==> config.mk <==
export PLATFORM = sky130hd
export DESIGN_NAME = link_ctrl
export DESIGN_NICKNAME = d
export VERILOG_FILES = /design/src/verilog/link_ctrl_pkg.sv /design/src/verilog/link_ctrl.sv /design/src/verilog/slave_pick.sv
export SDC_FILE = /design/constraint.sdc
export NUM_CORES = 1
export LEC_CHECK = 0
export BUFFER_PORTS_ARGS = -buffer_cell sky130_fd_sc_hd__buf_2
export CAP_MARGIN = 20
export CORE_MARGIN = 2
export CORE_UTILIZATION = 60
export CTS_BUF_LIST = sky130_fd_sc_hd__clkbuf_8
export CTS_CLUSTER_DIAMETER = 40
export CTS_CLUSTER_SIZE = 10
export DETAILED_ROUTE_END_ITERATION = 6
export GPL_TIMING_DRIVEN = 0
export PLACE_DENSITY = 0.88
export SLEW_MARGIN = 10
export SYNTH_ARGS = -nofsm -noshare
export SYNTH_HDL_FRONTEND = slang
export SYNTH_SLANG_ARGS = --single-unit
==> constraint.sdc <==
create_clock -name pclk -period 6.9 [get_ports pclk]
set_input_delay 0 -clock pclk [delete_from_list [all_inputs] [get_ports pclk]]
set_output_delay 0 -clock pclk [all_outputs]
set_load 0.01 [all_outputs]
==> src/verilog/link_ctrl_pkg.sv <==
// Purpose: Shared constants and types of the polling-link control flags.
// Assumes: APB with 32-bit data, one aligned word per register.
// Notes: Field layouts are carried by the packed structs below.
package link_ctrl_pkg;

    // ----------------------------------------
    // Widths
    // ----------------------------------------
    localparam int APB_AW = 8;
    localparam int APB_DW = 32;
    localparam int STATION_W = 8;
    localparam int LIMIT_W = 16;
    localparam int NSLAVE_DEF = 32;

    // ----------------------------------------
    // Register byte offsets
    // ----------------------------------------
    localparam logic [7:0] OFS_CTRL = 8'h00;
    localparam logic [7:0] OFS_STATUS = 8'h04;
    localparam logic [7:0] OFS_FIRST = 8'h08;
    localparam logic [7:0] OFS_LIMIT = 8'h0c;
    localparam logic [7:0] OFS_COUNT = 8'h10;
    localparam logic [7:0] OFS_CONNECT = 8'h14;
    localparam logic [7:0] OFS_MASTER = 8'h18;
    localparam logic [7:0] OFS_PRESENT = 8'h1c;
    localparam logic [7:0] OFS_TABLE = 8'h80;

    // ----------------------------------------
    // Reset values
    // ----------------------------------------
    localparam logic [8:0] CTRL_RESET = 9'h000;
    localparam logic [7:0] FIRST_RESET = 8'h02;
    localparam logic [15:0] LIMIT_RESET = 16'h0001;
    localparam logic [15:0] LIMIT_ZERO = 16'h0000;
    localparam logic [15:0] COUNT_STEP = 16'h0001;
    localparam logic [7:0] MASTER_RESET = 8'h01;
    localparam logic [7:0] TABLE_RESET = 8'h00;

    // ----------------------------------------
    // Carriers
    // ----------------------------------------
    typedef struct packed {
        logic sync_exchange_enable;
        logic extension_port_select;
        logic address_assign_select;
        logic auto_detect_request;
        logic protocol_select;
        logic manual_mode_flag;
        logic auto_mode_flag;
        logic manual_connect_select;
        logic link_enable_flag;
    } ctrl_t;

    typedef struct packed {
        logic link_error_summary;
        logic poll_count_error;
        logic timeout_flag;
        logic address_error_flag;
        logic mode_conflict_error;
        logic detect_in_progress;
    } status_t;

    typedef struct packed {
        logic [7:0] addr;
        logic probe;
        logic sync;
        logic protocol;
        logic ext_port;
    } xfer_cmd_t;

    typedef struct packed {
        logic timeout;
        logic addr_err;
        logic present;
    } xfer_rsp_t;

    typedef enum logic [2:0] {
        ST_IDLE = 3'h0,
        ST_ISSUE = 3'h1,
        ST_WAIT = 3'h2,
        ST_PROBE = 3'h3,
        ST_PWAIT = 3'h4
    } state_t;

endpackage

==> src/verilog/link_ctrl.sv <==
// Purpose: Control and status flags of a polling master with its cycle engine.
// Assumes: Exchange engine on pclk; one request open at a time.
// Notes: Registers over APB, zero wait states, read data captured in setup.

// Operation
// - Link enable flag, off at reset, starts exchange
// - Manual select uses per-slave connect flags
// - Auto mode repeats cycles while enabled
// - Manual mode runs bounded cycles then stops
// - Read-only flag shows detection running
// - Both modes on sets conflict flag
// - Invalid station address sets address error
// - Slave timeout sets flag, clean exchange clears
// - Zero cycle limit sets poll count error
// - Protocol select picks standard or extended framing
// - Detection starts only while link stopped
// - Addresses consecutive from first, or user table
// - Summary flag shows any link error
// - Port select picks extension or own port
// - Sync flag combines read and write
// - Detection skips slaves with master's address
// - Manual count reaching limit clears enable
// - One writable connect flag per slave
// - Limit legal from one to maximum, uncorrected
module link_ctrl #(
    parameter int NSLAVE = link_ctrl_pkg::NSLAVE_DEF
) (
    input wire logic pclk,
    input wire logic presetn,
    input wire logic psel,
    input wire logic penable,
    input wire logic pwrite,
    input wire logic [7:0] paddr,
    input wire logic [31:0] pwdata,
    output logic [31:0] prdata,
    output logic pready,
    output logic pslverr,
    output link_ctrl_pkg::xfer_cmd_t xfer_cmd,
    output logic xfer_valid,
    input wire logic xfer_done,
    input wire link_ctrl_pkg::xfer_rsp_t xfer_rsp
);

    localparam int IDX_W = (NSLAVE > 1) ? $clog2(NSLAVE) : 1;
    localparam logic [IDX_W-1:0] IDX_LAST = IDX_W'(NSLAVE - 1);

    // ----------------------------------------
    // State
    // ----------------------------------------
    link_ctrl_pkg::ctrl_t ctrl;
    link_ctrl_pkg::ctrl_t next_ctrl;
    link_ctrl_pkg::status_t st;
    link_ctrl_pkg::state_t state;
    link_ctrl_pkg::state_t next_state;
    link_ctrl_pkg::xfer_cmd_t next_xfer_cmd;
    logic [7:0] first_addr;
    logic [7:0] next_first_addr;
    logic [15:0] limit;
    logic [15:0] next_limit;
    logic [15:0] count;
    logic [15:0] next_count;
    logic [7:0] master_addr;
    logic [7:0] next_master_addr;
    logic [NSLAVE-1:0] connect;
    logic [NSLAVE-1:0] next_connect;
    logic [NSLAVE-1:0] present;
    logic [NSLAVE-1:0] next_present;
    logic [7:0] user_tab [NSLAVE];
    logic [7:0] next_user_tab [NSLAVE];
    logic [IDX_W-1:0] idx;
    logic [IDX_W-1:0] next_idx;
    logic addr_err;
    logic next_addr_err;
    logic tout;
    logic next_tout;
    logic [31:0] next_prdata;
    logic [31:0] rdata;
    logic stop_link;
    logic detect_done;
    logic run_ok;
    logic advance;
    logic padvance;
    logic [7:0] pick_addr;
    logic pick_ok;
    logic wr;
    logic wr_ctrl;
    logic [IDX_W-1:0] tab_idx;
    logic tab_hit;

    // ----------------------------------------
    // Decode
    // ----------------------------------------
    function automatic logic is_mapped(input logic [7:0] a);
        logic tab;
        tab = a[7] && (a[1:0] == 2'h0) && (32'(a[6:2]) < NSLAVE);
        return tab || (a inside {link_ctrl_pkg::OFS_CTRL, link_ctrl_pkg::OFS_STATUS,
            link_ctrl_pkg::OFS_FIRST, link_ctrl_pkg::OFS_LIMIT, link_ctrl_pkg::OFS_COUNT,
            link_ctrl_pkg::OFS_CONNECT, link_ctrl_pkg::OFS_MASTER,
            link_ctrl_pkg::OFS_PRESENT});
    endfunction

    assign pready = 1'h1;
    assign pslverr = psel && penable && !is_mapped(paddr);
    assign wr = psel && penable && pwrite && is_mapped(paddr);
    assign wr_ctrl = wr && (paddr == link_ctrl_pkg::OFS_CTRL);
    assign tab_idx = IDX_W'(paddr[6:2]);
    assign tab_hit = paddr[7] && (paddr[1:0] == 2'h0);

    // ----------------------------------------
    // Status view
    // ----------------------------------------
    always_comb begin
        st.detect_in_progress = (state == link_ctrl_pkg::ST_PROBE) ||
            (state == link_ctrl_pkg::ST_PWAIT);
        st.mode_conflict_error = ctrl.auto_mode_flag && ctrl.manual_mode_flag;
        st.address_error_flag = addr_err;
        st.timeout_flag = tout;
        st.poll_count_error = (limit == link_ctrl_pkg::LIMIT_ZERO);
        st.link_error_summary = st.mode_conflict_error || addr_err || tout ||
            st.poll_count_error;
    end

    always_comb begin
        rdata = 32'h0000_0000;
        if (tab_hit) begin
            rdata = 32'(user_tab[tab_idx]);
        end else begin
            unique case (paddr)
                link_ctrl_pkg::OFS_CTRL: begin
                    rdata = 32'(ctrl);
                    // Request bit reads as running, not as pending
                    rdata[5] = st.detect_in_progress;
                end
                link_ctrl_pkg::OFS_STATUS: rdata = 32'(st);
                link_ctrl_pkg::OFS_FIRST: rdata = 32'(first_addr);
                link_ctrl_pkg::OFS_LIMIT: rdata = 32'(limit);
                link_ctrl_pkg::OFS_COUNT: rdata = 32'(count);
                link_ctrl_pkg::OFS_CONNECT: rdata = 32'(connect);
                link_ctrl_pkg::OFS_MASTER: rdata = 32'(master_addr);
                link_ctrl_pkg::OFS_PRESENT: rdata = 32'(present);
                default: rdata = 32'h0000_0000;
            endcase
        end
    end

    // ----------------------------------------
    // Register group
    // ----------------------------------------
    always_comb begin
        next_ctrl = ctrl;
        next_first_addr = first_addr;
        next_limit = limit;
        next_master_addr = master_addr;
        next_connect = connect;
        next_user_tab = user_tab;
        next_prdata = prdata;
        if (psel && !penable) begin
            next_prdata = rdata;
        end
        // Status, count and presence words have no write path
        if (wr) begin
            if (tab_hit) begin
                next_user_tab[tab_idx] = pwdata[7:0];
            end else if (paddr == link_ctrl_pkg::OFS_CTRL) begin
                next_ctrl = link_ctrl_pkg::ctrl_t'(pwdata[8:0]);
            end else if (paddr == link_ctrl_pkg::OFS_FIRST) begin
                next_first_addr = pwdata[7:0];
            end else if (paddr == link_ctrl_pkg::OFS_LIMIT) begin
                next_limit = pwdata[15:0];
            end else if (paddr == link_ctrl_pkg::OFS_CONNECT) begin
                next_connect = pwdata[NSLAVE-1:0];
            end else if (paddr == link_ctrl_pkg::OFS_MASTER) begin
                next_master_addr = pwdata[7:0];
            end
        end
        // Pending request is sticky; a new write beats the done clear
        next_ctrl.auto_detect_request = (ctrl.auto_detect_request && !detect_done) ||
            (wr_ctrl && pwdata[5]);
        if (ctrl.auto_mode_flag && ctrl.manual_mode_flag && !wr_ctrl) begin
            next_ctrl.link_enable_flag = 1'h0;
        end
        if ((limit == link_ctrl_pkg::LIMIT_ZERO) && ctrl.manual_mode_flag && !wr_ctrl) begin
            next_ctrl.manual_mode_flag = 1'h0;
        end
        // Limit stop wins over a software write in the same cycle
        if (stop_link) begin
            next_ctrl.link_enable_flag = 1'h0;
        end
    end

    always_ff @(posedge pclk or negedge presetn) begin
        if (!presetn) begin
            ctrl <= link_ctrl_pkg::CTRL_RESET;
            first_addr <= link_ctrl_pkg::FIRST_RESET;
            limit <= link_ctrl_pkg::LIMIT_RESET;
            master_addr <= link_ctrl_pkg::MASTER_RESET;
            connect <= '0;
            user_tab <= '{default: link_ctrl_pkg::TABLE_RESET};
            prdata <= 32'h0000_0000;
        end else begin
            ctrl <= next_ctrl;
            first_addr <= next_first_addr;
            limit <= next_limit;
            master_addr <= next_master_addr;
            connect <= next_connect;
            user_tab <= next_user_tab;
            prdata <= next_prdata;
        end
    end

    // ----------------------------------------
    // Slot decode
    // ----------------------------------------
    slave_pick #(
        .IDX_W(IDX_W)
    ) u_pick (
        .idx(idx),
        .first_addr(first_addr),
        .user_addr(user_tab[idx]),
        .assign_select(ctrl.address_assign_select),
        .manual_select(ctrl.manual_connect_select),
        .connect_bit(connect[idx]),
        .present_bit(present[idx]),
        .addr(pick_addr),
        .eligible(pick_ok)
    );

    // ----------------------------------------
    // Cycle engine
    // ----------------------------------------
    assign run_ok = ctrl.link_enable_flag && (ctrl.auto_mode_flag ^ ctrl.manual_mode_flag) &&
        !(ctrl.manual_mode_flag && (limit == link_ctrl_pkg::LIMIT_ZERO));
    assign xfer_valid = (state == link_ctrl_pkg::ST_WAIT) || (state == link_ctrl_pkg::ST_PWAIT);

    always_comb begin
        next_state = state;
        next_idx = idx;
        next_count = count;
        next_addr_err = addr_err;
        next_tout = tout;
        next_present = present;
        next_xfer_cmd = xfer_cmd;
        stop_link = 1'h0;
        detect_done = 1'h0;
        advance = 1'h0;
        padvance = 1'h0;
        unique case (state)
            link_ctrl_pkg::ST_IDLE: begin
                if (run_ok) begin
                    next_idx = '0;
                    next_state = link_ctrl_pkg::ST_ISSUE;
                    if (ctrl.manual_mode_flag) begin
                        next_count = link_ctrl_pkg::LIMIT_ZERO;
                    end
                end else if (ctrl.auto_detect_request && !ctrl.link_enable_flag) begin
                    next_idx = '0;
                    next_state = link_ctrl_pkg::ST_PROBE;
                end
            end
            link_ctrl_pkg::ST_ISSUE: begin
                if (!run_ok) begin
                    next_state = link_ctrl_pkg::ST_IDLE;
                end else if (pick_ok) begin
                    next_xfer_cmd.addr = pick_addr;
                    next_xfer_cmd.probe = 1'h0;
                    next_xfer_cmd.sync = ctrl.sync_exchange_enable;
                    next_xfer_cmd.protocol = ctrl.protocol_select;
                    next_xfer_cmd.ext_port = ctrl.extension_port_select;
                    next_state = link_ctrl_pkg::ST_WAIT;
                end else begin
                    advance = 1'h1;
                end
            end
            link_ctrl_pkg::ST_WAIT: begin
                if (xfer_done) begin
                    next_addr_err = xfer_rsp.addr_err;
                    next_tout = xfer_rsp.timeout;
                    next_state = link_ctrl_pkg::ST_ISSUE;
                    advance = 1'h1;
                end
            end
            link_ctrl_pkg::ST_PROBE: begin
                if (pick_addr == master_addr) begin
                    next_present[idx] = 1'h0;
                    padvance = 1'h1;
                end else begin
                    next_xfer_cmd.addr = pick_addr;
                    next_xfer_cmd.probe = 1'h1;
                    next_xfer_cmd.sync = 1'h0;
                    next_xfer_cmd.protocol = ctrl.protocol_select;
                    next_xfer_cmd.ext_port = ctrl.extension_port_select;
                    next_state = link_ctrl_pkg::ST_PWAIT;
                end
            end
            link_ctrl_pkg::ST_PWAIT: begin
                if (xfer_done) begin
                    next_present[idx] = xfer_rsp.present;
                    next_state = link_ctrl_pkg::ST_PROBE;
                    padvance = 1'h1;
                end
            end
            default: next_state = link_ctrl_pkg::ST_IDLE;
        endcase
        if (advance) begin
            if (idx != IDX_LAST) begin
                next_idx = IDX_W'(idx + IDX_W'(1));
            end else begin
                next_idx = '0;
                if (ctrl.manual_mode_flag) begin
                    next_count = 16'(count + link_ctrl_pkg::COUNT_STEP);
                    if (next_count == limit) begin
                        stop_link = 1'h1;
                        next_state = link_ctrl_pkg::ST_IDLE;
                    end
                end
            end
        end
        if (padvance) begin
            if (idx != IDX_LAST) begin
                next_idx = IDX_W'(idx + IDX_W'(1));
            end else begin
                detect_done = 1'h1;
                next_state = link_ctrl_pkg::ST_IDLE;
            end
        end
    end

    always_ff @(posedge pclk or negedge presetn) begin
        if (!presetn) begin
            state <= link_ctrl_pkg::ST_IDLE;
            idx <= '0;
            count <= link_ctrl_pkg::LIMIT_ZERO;
            addr_err <= 1'h0;
            tout <= 1'h0;
            // Until a detection pass, every slot counts as assigned
            present <= '1;
            xfer_cmd <= '0;
        end else begin
            state <= next_state;
            idx <= next_idx;
            count <= next_count;
            addr_err <= next_addr_err;
            tout <= next_tout;
            present <= next_present;
            xfer_cmd <= next_xfer_cmd;
        end
    end

    // ----------------------------------------
    // Assertions
    // ----------------------------------------
    property p_issue_needs_enable;
        @(posedge pclk) disable iff (!presetn)
        (state == link_ctrl_pkg::ST_ISSUE && next_state == link_ctrl_pkg::ST_WAIT)
            |-> ctrl.link_enable_flag;
    endproperty
    a_issue_needs_enable: assert property (p_issue_needs_enable)
        else $error("exchange issued with link disabled");

    property p_manual_connect;
        @(posedge pclk) disable iff (!presetn)
        (state == link_ctrl_pkg::ST_ISSUE && next_state == link_ctrl_pkg::ST_WAIT &&
            ctrl.manual_connect_select) |=> !xfer_cmd.probe && connect[idx];
    endproperty
    a_manual_connect: assert property (p_manual_connect)
        else $error("unselected slave contacted");

    property p_conflict_stops;
        @(posedge pclk) disable iff (!presetn)
        (st.mode_conflict_error && !wr_ctrl) |=> !ctrl.link_enable_flag;
    endproperty
    a_conflict_stops: assert property (p_conflict_stops)
        else $error("mode conflict left link enabled");

    property p_wait_flags;
        @(posedge pclk) disable iff (!presetn)
        (state == link_ctrl_pkg::ST_WAIT && xfer_done) |=>
            (st.timeout_flag == $past(xfer_rsp.timeout)) &&
            (st.address_error_flag == $past(xfer_rsp.addr_err));
    endproperty
    a_wait_flags: assert property (p_wait_flags)
        else $error("exchange result not reflected in flags");

    property p_zero_limit;
        @(posedge pclk) disable iff (!presetn)
        (limit == link_ctrl_pkg::LIMIT_ZERO && !wr_ctrl) |->
            st.poll_count_error ##1 !ctrl.manual_mode_flag;
    endproperty
    a_zero_limit: assert property (p_zero_limit)
        else $error("zero limit not flagged");

    property p_detect_stopped;
        @(posedge pclk) disable iff (!presetn)
        (state == link_ctrl_pkg::ST_IDLE && next_state == link_ctrl_pkg::ST_PROBE)
            |-> !ctrl.link_enable_flag ##1 st.detect_in_progress;
    endproperty
    a_detect_stopped: assert property (p_detect_stopped)
        else $error("detection started while link running");

    property p_consecutive_addr;
        @(posedge pclk) disable iff (!presetn)
        (state == link_ctrl_pkg::ST_WAIT && !ctrl.address_assign_select &&
            $past(state) == link_ctrl_pkg::ST_ISSUE) |->
            xfer_cmd.addr == 8'(first_addr + 8'(idx));
    endproperty
    a_consecutive_addr: assert property (p_consecutive_addr)
        else $error("slave address not consecutive");

    property p_skip_master;
        @(posedge pclk) disable iff (!presetn)
        (state == link_ctrl_pkg::ST_PWAIT) |-> xfer_cmd.addr != master_addr;
    endproperty
    a_skip_master: assert property (p_skip_master)
        else $error("probe sent to master station address");

    property p_limit_stop;
        @(posedge pclk) disable iff (!presetn)
        stop_link |=> !ctrl.link_enable_flag && (count == limit) &&
            (state == link_ctrl_pkg::ST_IDLE);
    endproperty
    a_limit_stop: assert property (p_limit_stop)
        else $error("limit reached but link kept running");

endmodule

==> src/verilog/slave_pick.sv <==
// Purpose: Station address and eligibility of one slave slot.
// Assumes: Inputs come from registers on the same clock.
// Notes: Pure combinational decode.
module slave_pick #(
    parameter int IDX_W = 5
) (
    input wire logic [IDX_W-1:0] idx,
    input wire logic [7:0] first_addr,
    input wire logic [7:0] user_addr,
    input wire logic assign_select,
    input wire logic manual_select,
    input wire logic connect_bit,
    input wire logic present_bit,
    output logic [7:0] addr,
    output logic eligible
);

    // ----------------------------------------
    // Address and connect choice
    // ----------------------------------------
    always_comb begin
        if (assign_select) begin
            addr = user_addr;
        end else begin
            addr = 8'(first_addr + 8'(idx));
        end
        // Connect flag counts under manual selection, presence flag otherwise
        eligible = manual_select ? connect_bit : present_bit;
    end

endmodule
==> results of run 1 <==
## per-stage QoR
stage / power, mW / cell area (um2)
floorplan: 3.51 / 23900
global placement: 3.94 / 25000
detailed placement: 3.98 / 25300
CTS: 6.43 / 27200
global route: 6.65 / 27300
finish: 6.50 / 27300
## critical path, delay by kind of cell, from the launching register on
kind	cells	cell delay (ns)
muxes	2	0.66
AOI/OAI and AO/OA	4	0.99
and+or+nand+nor	2	1.35
buffers and inverters	4	1.76
xor gates and xnor gates	1	0.30
DFF	1	0.66
## kinds of logic after synthesis
family	after synthesis	synth area share, %
flip-flops	431	45.3
XOR/XNOR	37	1.36
buffers and inverters	173	3.06
multiplexers	598	32.2
adder cells (fa/ha/maj)	14	0.764
other	1	0.0157
AND/OR/NAND/NOR	338	7.47
AO/OA/AOI/OAI	334	9.83
## state kept, by name, summed over array words and instances (netlist names)
signal,cells
addr_err,1
connect,32
count,16
ctrl,9
first_addr,8
idx,5
limit,16
master_addr,8
prdata,32
present,32
state,3
tout,1
user_tab,256
xfer_cmd,12
## layer usage
layer / up-vias / wire length (um)
li1: 7799 / -
met1: 9710 / 28600
met2: 1554 / 35500
met3: 536 / 11500
met4: 2 / 7340
met5: - / 13
## cell type report
class / count / area, um2
antenna: 1 / 2.50
buffer: 157 / 672
clock buffer: 78 / 1070
clock inverter: 39 / 423
fill: 2696 / 12300
inverter: 16 / 60.1
multi-input combinational: 1322 / 12400
sequential: 431 / 10800
tap: 525 / 657
timing repair buffer: 150 / 1170
## power breakdown
group	total (mW)	switching (mW)	internal (mW)
logic	1.34	0.881	0.464
clock network	2.47	1.15	1.32
registers	2.68	0.0761	2.61
## worst paths after layout
kind / start / end / slack (ns) / cells after the start
min in group pclk: penable / ctrl[4]$_DFFE_PN0P_ / 0.10 / 4
hold / removal: presetn / connect[19]$_DFFE_PN0P_ / 0.03 / 2
setup reg to reg: idx[1]$_DFF_PN0_ / xfer_cmd[4]$_DFFE_PN0P_ / 0.99 / 13
setup / recovery: idx[1]$_DFF_PN0_ / xfer_cmd[4]$_DFFE_PN0P_ / 0.99 / 13
hold reg to reg: prdata[25]$_DFFE_PN0P_ / prdata[25]$_DFFE_PN0P_ / 0.48 / 2
max in group asynchronous: presetn / user_tab[123]$_DFFE_PN0P_ / 5.75 / 3
## what timing repair did
item,in CTS,in global routing
hold endpoints to repair,196,0
buffers inserted,0,0
hold buffers,38,0
endpoints found under the setup margin,0,0
## cells in the final DEF (no fill, tap or decap), drive strengths merged, types with 12 or more instances in the layout
cell           n
a211oi        12
xor2          12
dfstp         35
clkbuf       174
dlygate4sd3   38
nor2b         12
o211ai        37
mux4          96
buf          173
ha            13
nand2         76
nor3          23
nor2          96
o21ai         71
mux2         404
clkinv        12
mux2i         98
nand3         22
a22oi         31
xnor2         25
nor4          16
inv           26
a21oi         23
a32o          32
dfrtp        396
o22ai         63
==> metrics, run 1 <==
status finished, violations left; failing checks design-rule violations; DRC Markers 14; Hold Violations, Final 0; Arr. time, crit path roughly 6.4 ns; worst min path class in -> async; GR Util met2 roughly three fifths; busiest layer in global routing met2; final setup fails 0; worst setup margin ~0.99 ns; syn avg cell area 12.4 um2; Site Rows 73; WL final between 80,000 and 90,000 um; CTS tree done; placed insts between 2,000 and 3,000; met3 Use GR 16.8%; Yosys Warn Count 0; DIE HEIGHT about 200 um; Worst Path Max Fanout 10; Layout area overhead 14.1%; core box area slightly below 40,000 um2; nature of the critical path endpoint flop; EDFF count, synth 0; Clock Tree Buf Depth 3; min cycle time layout about 5.9 ns; routability-driven placement congestion ratio 1.01; number of global-route vias before repair ~20,000; vias just under 20,000; DR iter-0 viols ~2,800; total of max-cap violations 0; 1st-pass router iterations 7; I/O Buffers between 80 and 90; vias per cell around 7.2; Worst path slowest cell nor4_1; post-route setup TNS 0 ns; largest cells by area after synthesis dfrtp_1 41%, mux2_2 19%, mux4_2 9.0%; Finished Core Util between 60% and 70%; slew margin rel. 13.8%; Clk pin slew, worst setup/hold paths 0.07 ns; die width a little over 200 um; DP HPWL approximately 57,000 um; fin crit share a little under nine tenths; Synthesized Nets just under 2,000; Setup WS pre-CTS 1.42 ns; post-synth top area share approximately 41%; Leakage about 12 nW; Yosys reg bits between 400 and 500; unrepaired setup endpoints after global routing no; peak supply drop around 0.00018 V; data required time of the critical path around 7.4 ns; fin cells about 2,700; gr usage total between 40% and 50%; sequential element share of the synthesized area between 40 and 50%; cells after synthesis between 1,500 and 2,000; Num CTS Buffers between 60 and 70; initial antenna violation count 2; CP startpoint kind flop; asr flop ratio synth between 90% and 100%; WS Path Type reg -> reg; Worst Clk Skew ~0.030 ns; layout cells sized above 1 37.6%; most common cell in the netlist dfrtp_1; starting density of the core 60.4%; Top FF cell, synth dfrtp_1; clock sinks between 400 and 500; NumNets Final between 2,000 and 2,500; Congestion Overflow GR 0; WL/cell between 30 and 40 um; Post-Syn Area between 20,000 and 25,000 um2; synth unique cells 80; Hold WS approximately 0.026 ns; # resized after CTS 0; largest net degree at the start of global routing 118; Final ANT Viol Nets 0; CTS H-tree depth 3; io pins between 90 and 100; Worst Tran Pin Value approximately 1.3 ns; Cell Chain, Critical Path buf_2 > buf_2 > buf_2 > buf_2 > mux2i_1 > o22ai_1 > nor4_1 > a31oi_1 > xnor2_1 > o2111ai_2 > nor3_2 > o21ai_4 > mux2_1; met1 usage approximately half; CP dominant cell by count buf_2; first-pass GRT wire length approximately 120,000 um; CTS root buf clkbuf_8; die area about 41,000 um2; Largest stage delay, worst path ~0.84 ns; Worst-Skew Late Latency about 0.67 ns; Cell Pwr Density 238 nW/um2; Achievable Freq between 0.15 and 0.2 GHz; cell taking the most area after synthesis dfrtp_1; fin. max-slew vios 0; Post-synth top cells 396 x dfrtp_1, 395 x mux2_2, 98 x mux2i_1
No activity file was read; power rests on OpenSTA's default activity.
==> run 2, diff against run 1 <==
- BUFFER_PORTS_ARGS: -buffer_cell sky130_fd_sc_hd__buf_2 -> not set
- DONT_BUFFER_PORTS: not set -> 1
- PLACE_DENSITY: 0.88 -> 0.86
==> metrics, run 2 (same netlist as run 1, synthesis figures left out) <==
layout cells sized above 1 between 30% and 40%; I/O Buffers 0; NumNets Final 2,116; number of global-route vias before repair slightly below 20,000; final setup fails 0; multi-input logic area 12,400 um2; die area a little over 40,000 um2; Cell Chain, Critical Path buf_2 > buf_2 > buf_2 > buf_2 > mux2i_1 > o22ai_1 > nor4_1 > a31oi_1 > xnor2_1 > o2111ai_2 > nor3_2 > o21ai_4 > mux2_1; 1st-pass router iterations 7; initial antenna violation count 6; failing checks design-rule violations, negative hold slack, max-slew violations; Power Total 6.34 mW; CP dominant cell by count buf_2; DP HPWL around 57,000 um; fin. max-slew vios between 100 and 150; status finished, violations left; Clk pin slew, worst setup/hold paths approximately 0.070 ns; Worst Path Max Fanout 10; starting density of the core between 60% and 70%; Final ANT Viol Nets 0; CTS H-tree depth 3; WL/cell 31.5 um; fin crit share between 80% and 90%; Biggest register user_tab; CTS root buf clkbuf_8; die width about 200 um; Worst-Skew Late Latency 0.65 ns; Hold WS -0.928 ns; Worst path slowest cell nor4_1; Largest stage delay, worst path just under 0.8 ns; Layout area overhead 11.5%; peak supply drop roughly 0.00014 V; cts hold-fix bufs 35; largest net degree at the start of global routing around 430; Num CTS Buffers 66; Cell Pwr Density between 200 and 250 nW/um2; worst min path class in -> async; total of max-cap violations 0; unrepaired setup endpoints after global routing no; register area between 10,000 and 15,000 um2; R2R Setup Slk ~1.1 ns; Leakage roughly 12 nW; Worst Tran Pin Value approximately 1.6 ns; number of flip-flops in the largest register roughly 260; Achievable Freq roughly 0.17 GHz; Worst Clk Skew around 0.031 ns; core box area between 30,000 and 40,000 um2; data required time of the critical path 7.42 ns; WS Path Type reg -> reg; CP startpoint kind flop; routability-driven placement congestion ratio about 1.0; Setup Fix Bufs, Post-CTS 0; # resized after CTS 0; first-pass GRT wire length approximately 120,000 um; Fillers approximately 2,800; nature of the critical path endpoint flop; vias per cell approximately 7.3; DIE HEIGHT between 200 and 250 um; io pins 96; WL final roughly 83,000 um; Arr. time, crit path approximately 6.3 ns; clock sinks 431; gr usage total 40.3%; DRC Markers 33; slew margin rel. -6.83%; min cycle time layout between 5 and 6 ns; post-route setup TNS 0 ns; Congestion Overflow GR 0; vias a little under 20,000; DR iter-0 viols 2,979; Hold Violations, Final 430; commonest non-fill, non-tap cell in the layout dfrtp_1; CTS tree done; Site Rows between 70 and 80; most frequent cells in the layout 396 x dfrtp_1, 395 x mux2_2, 98 x mux2i_1, 96 x mux4_2, 94 x clkbuf_1; Clock Tree Buf Depth 3
run 2: path summary, 6_finish.rpt:
check | depth (start not counted) | endpoint | startpoint
worst min register to register | 2 | present[31]$_DFFE_PN1P_ | present[31]$_DFFE_PN1P_
min in group pclk | 2 | connect[29]$_DFFE_PN0P_ | pwdata[29]
worst min-delay path | 0 | connect[20]$_DFFE_PN0P_ | presetn
max in group asynchronous | 0 | count[7]$_DFF_PN0_ | presetn
worst max-delay path | 13 | xfer_cmd[5]$_DFFE_PN0P_ | idx[1]$_DFF_PN0_
worst max register to register | 13 | xfer_cmd[5]$_DFFE_PN0P_ | idx[1]$_DFF_PN0_
run 2: area by class of cell:
type	instances	area share, %
diodes	4	0.0376
plain buffers	157	2.52
clock buffers	75	3.87
clock inverters	37	1.56
inverters	16	0.225
multi-input cells	1322	46.5
flip-flops and latches	431	40.6
well taps	525	2.47
repair buffers	59	2.21
run 2: report_power, final:
part,internal (mW),total (mW),leakage (nW),switching (mW)
sequential,2.61,2.70,5.84,0.0908
clock,1.31,2.40,0.746,1.09
combinational,0.428,1.24,5.09,0.811
run 2: stage by stage:
| stage | util [%] | hold slack (ns) | setup slack [ns] | cell area [um2] | cells |
|---|---|---|---|---|---|
| 2_1_floorplan | - | -0.296 | 3.47 | 23900 | 1926 |
| 3_3_place_gp | 62.1 | -0.288 | 1.63 | 24600 | 2451 |
| 3_5_place_dp | 62.7 | -0.285 | 1.46 | 24800 | 2469 |
| 4_1_cts | 67.2 | -0.957 | 1.41 | 26600 | 2616 |
| 5_1_grt | 67.4 | -0.942 | 1.18 | 26600 | 2623 |
| 6_report | 67.4 | -0.928 | 1.12 | 26600 | 2626 |
run 2: layer usage:
metal / share of wire, % / global-route usage [%] / vias up / wire (um)
li1: - / - / 7611 / -
met4: 9.2 / 30.4 / 4 / 7620
met3: 13 / 15.1 / 558 / 11100
met1: 34 / 48.5 / 9478 / 28400
met2: 43 / 59.0 / 1563 / 35500
met5: 0.099 / 0 / - / 82
run 2: critical path: cells and delay by family, from the launching register on:
kind | cells | cell delay [ns]
buf+inv | 4 | 1.71
flops | 1 | 0.66
simple gates | 2 | 1.26
xor+xnor | 1 | 0.30
compound gates | 4 | 0.96
mux | 2 | 0.73
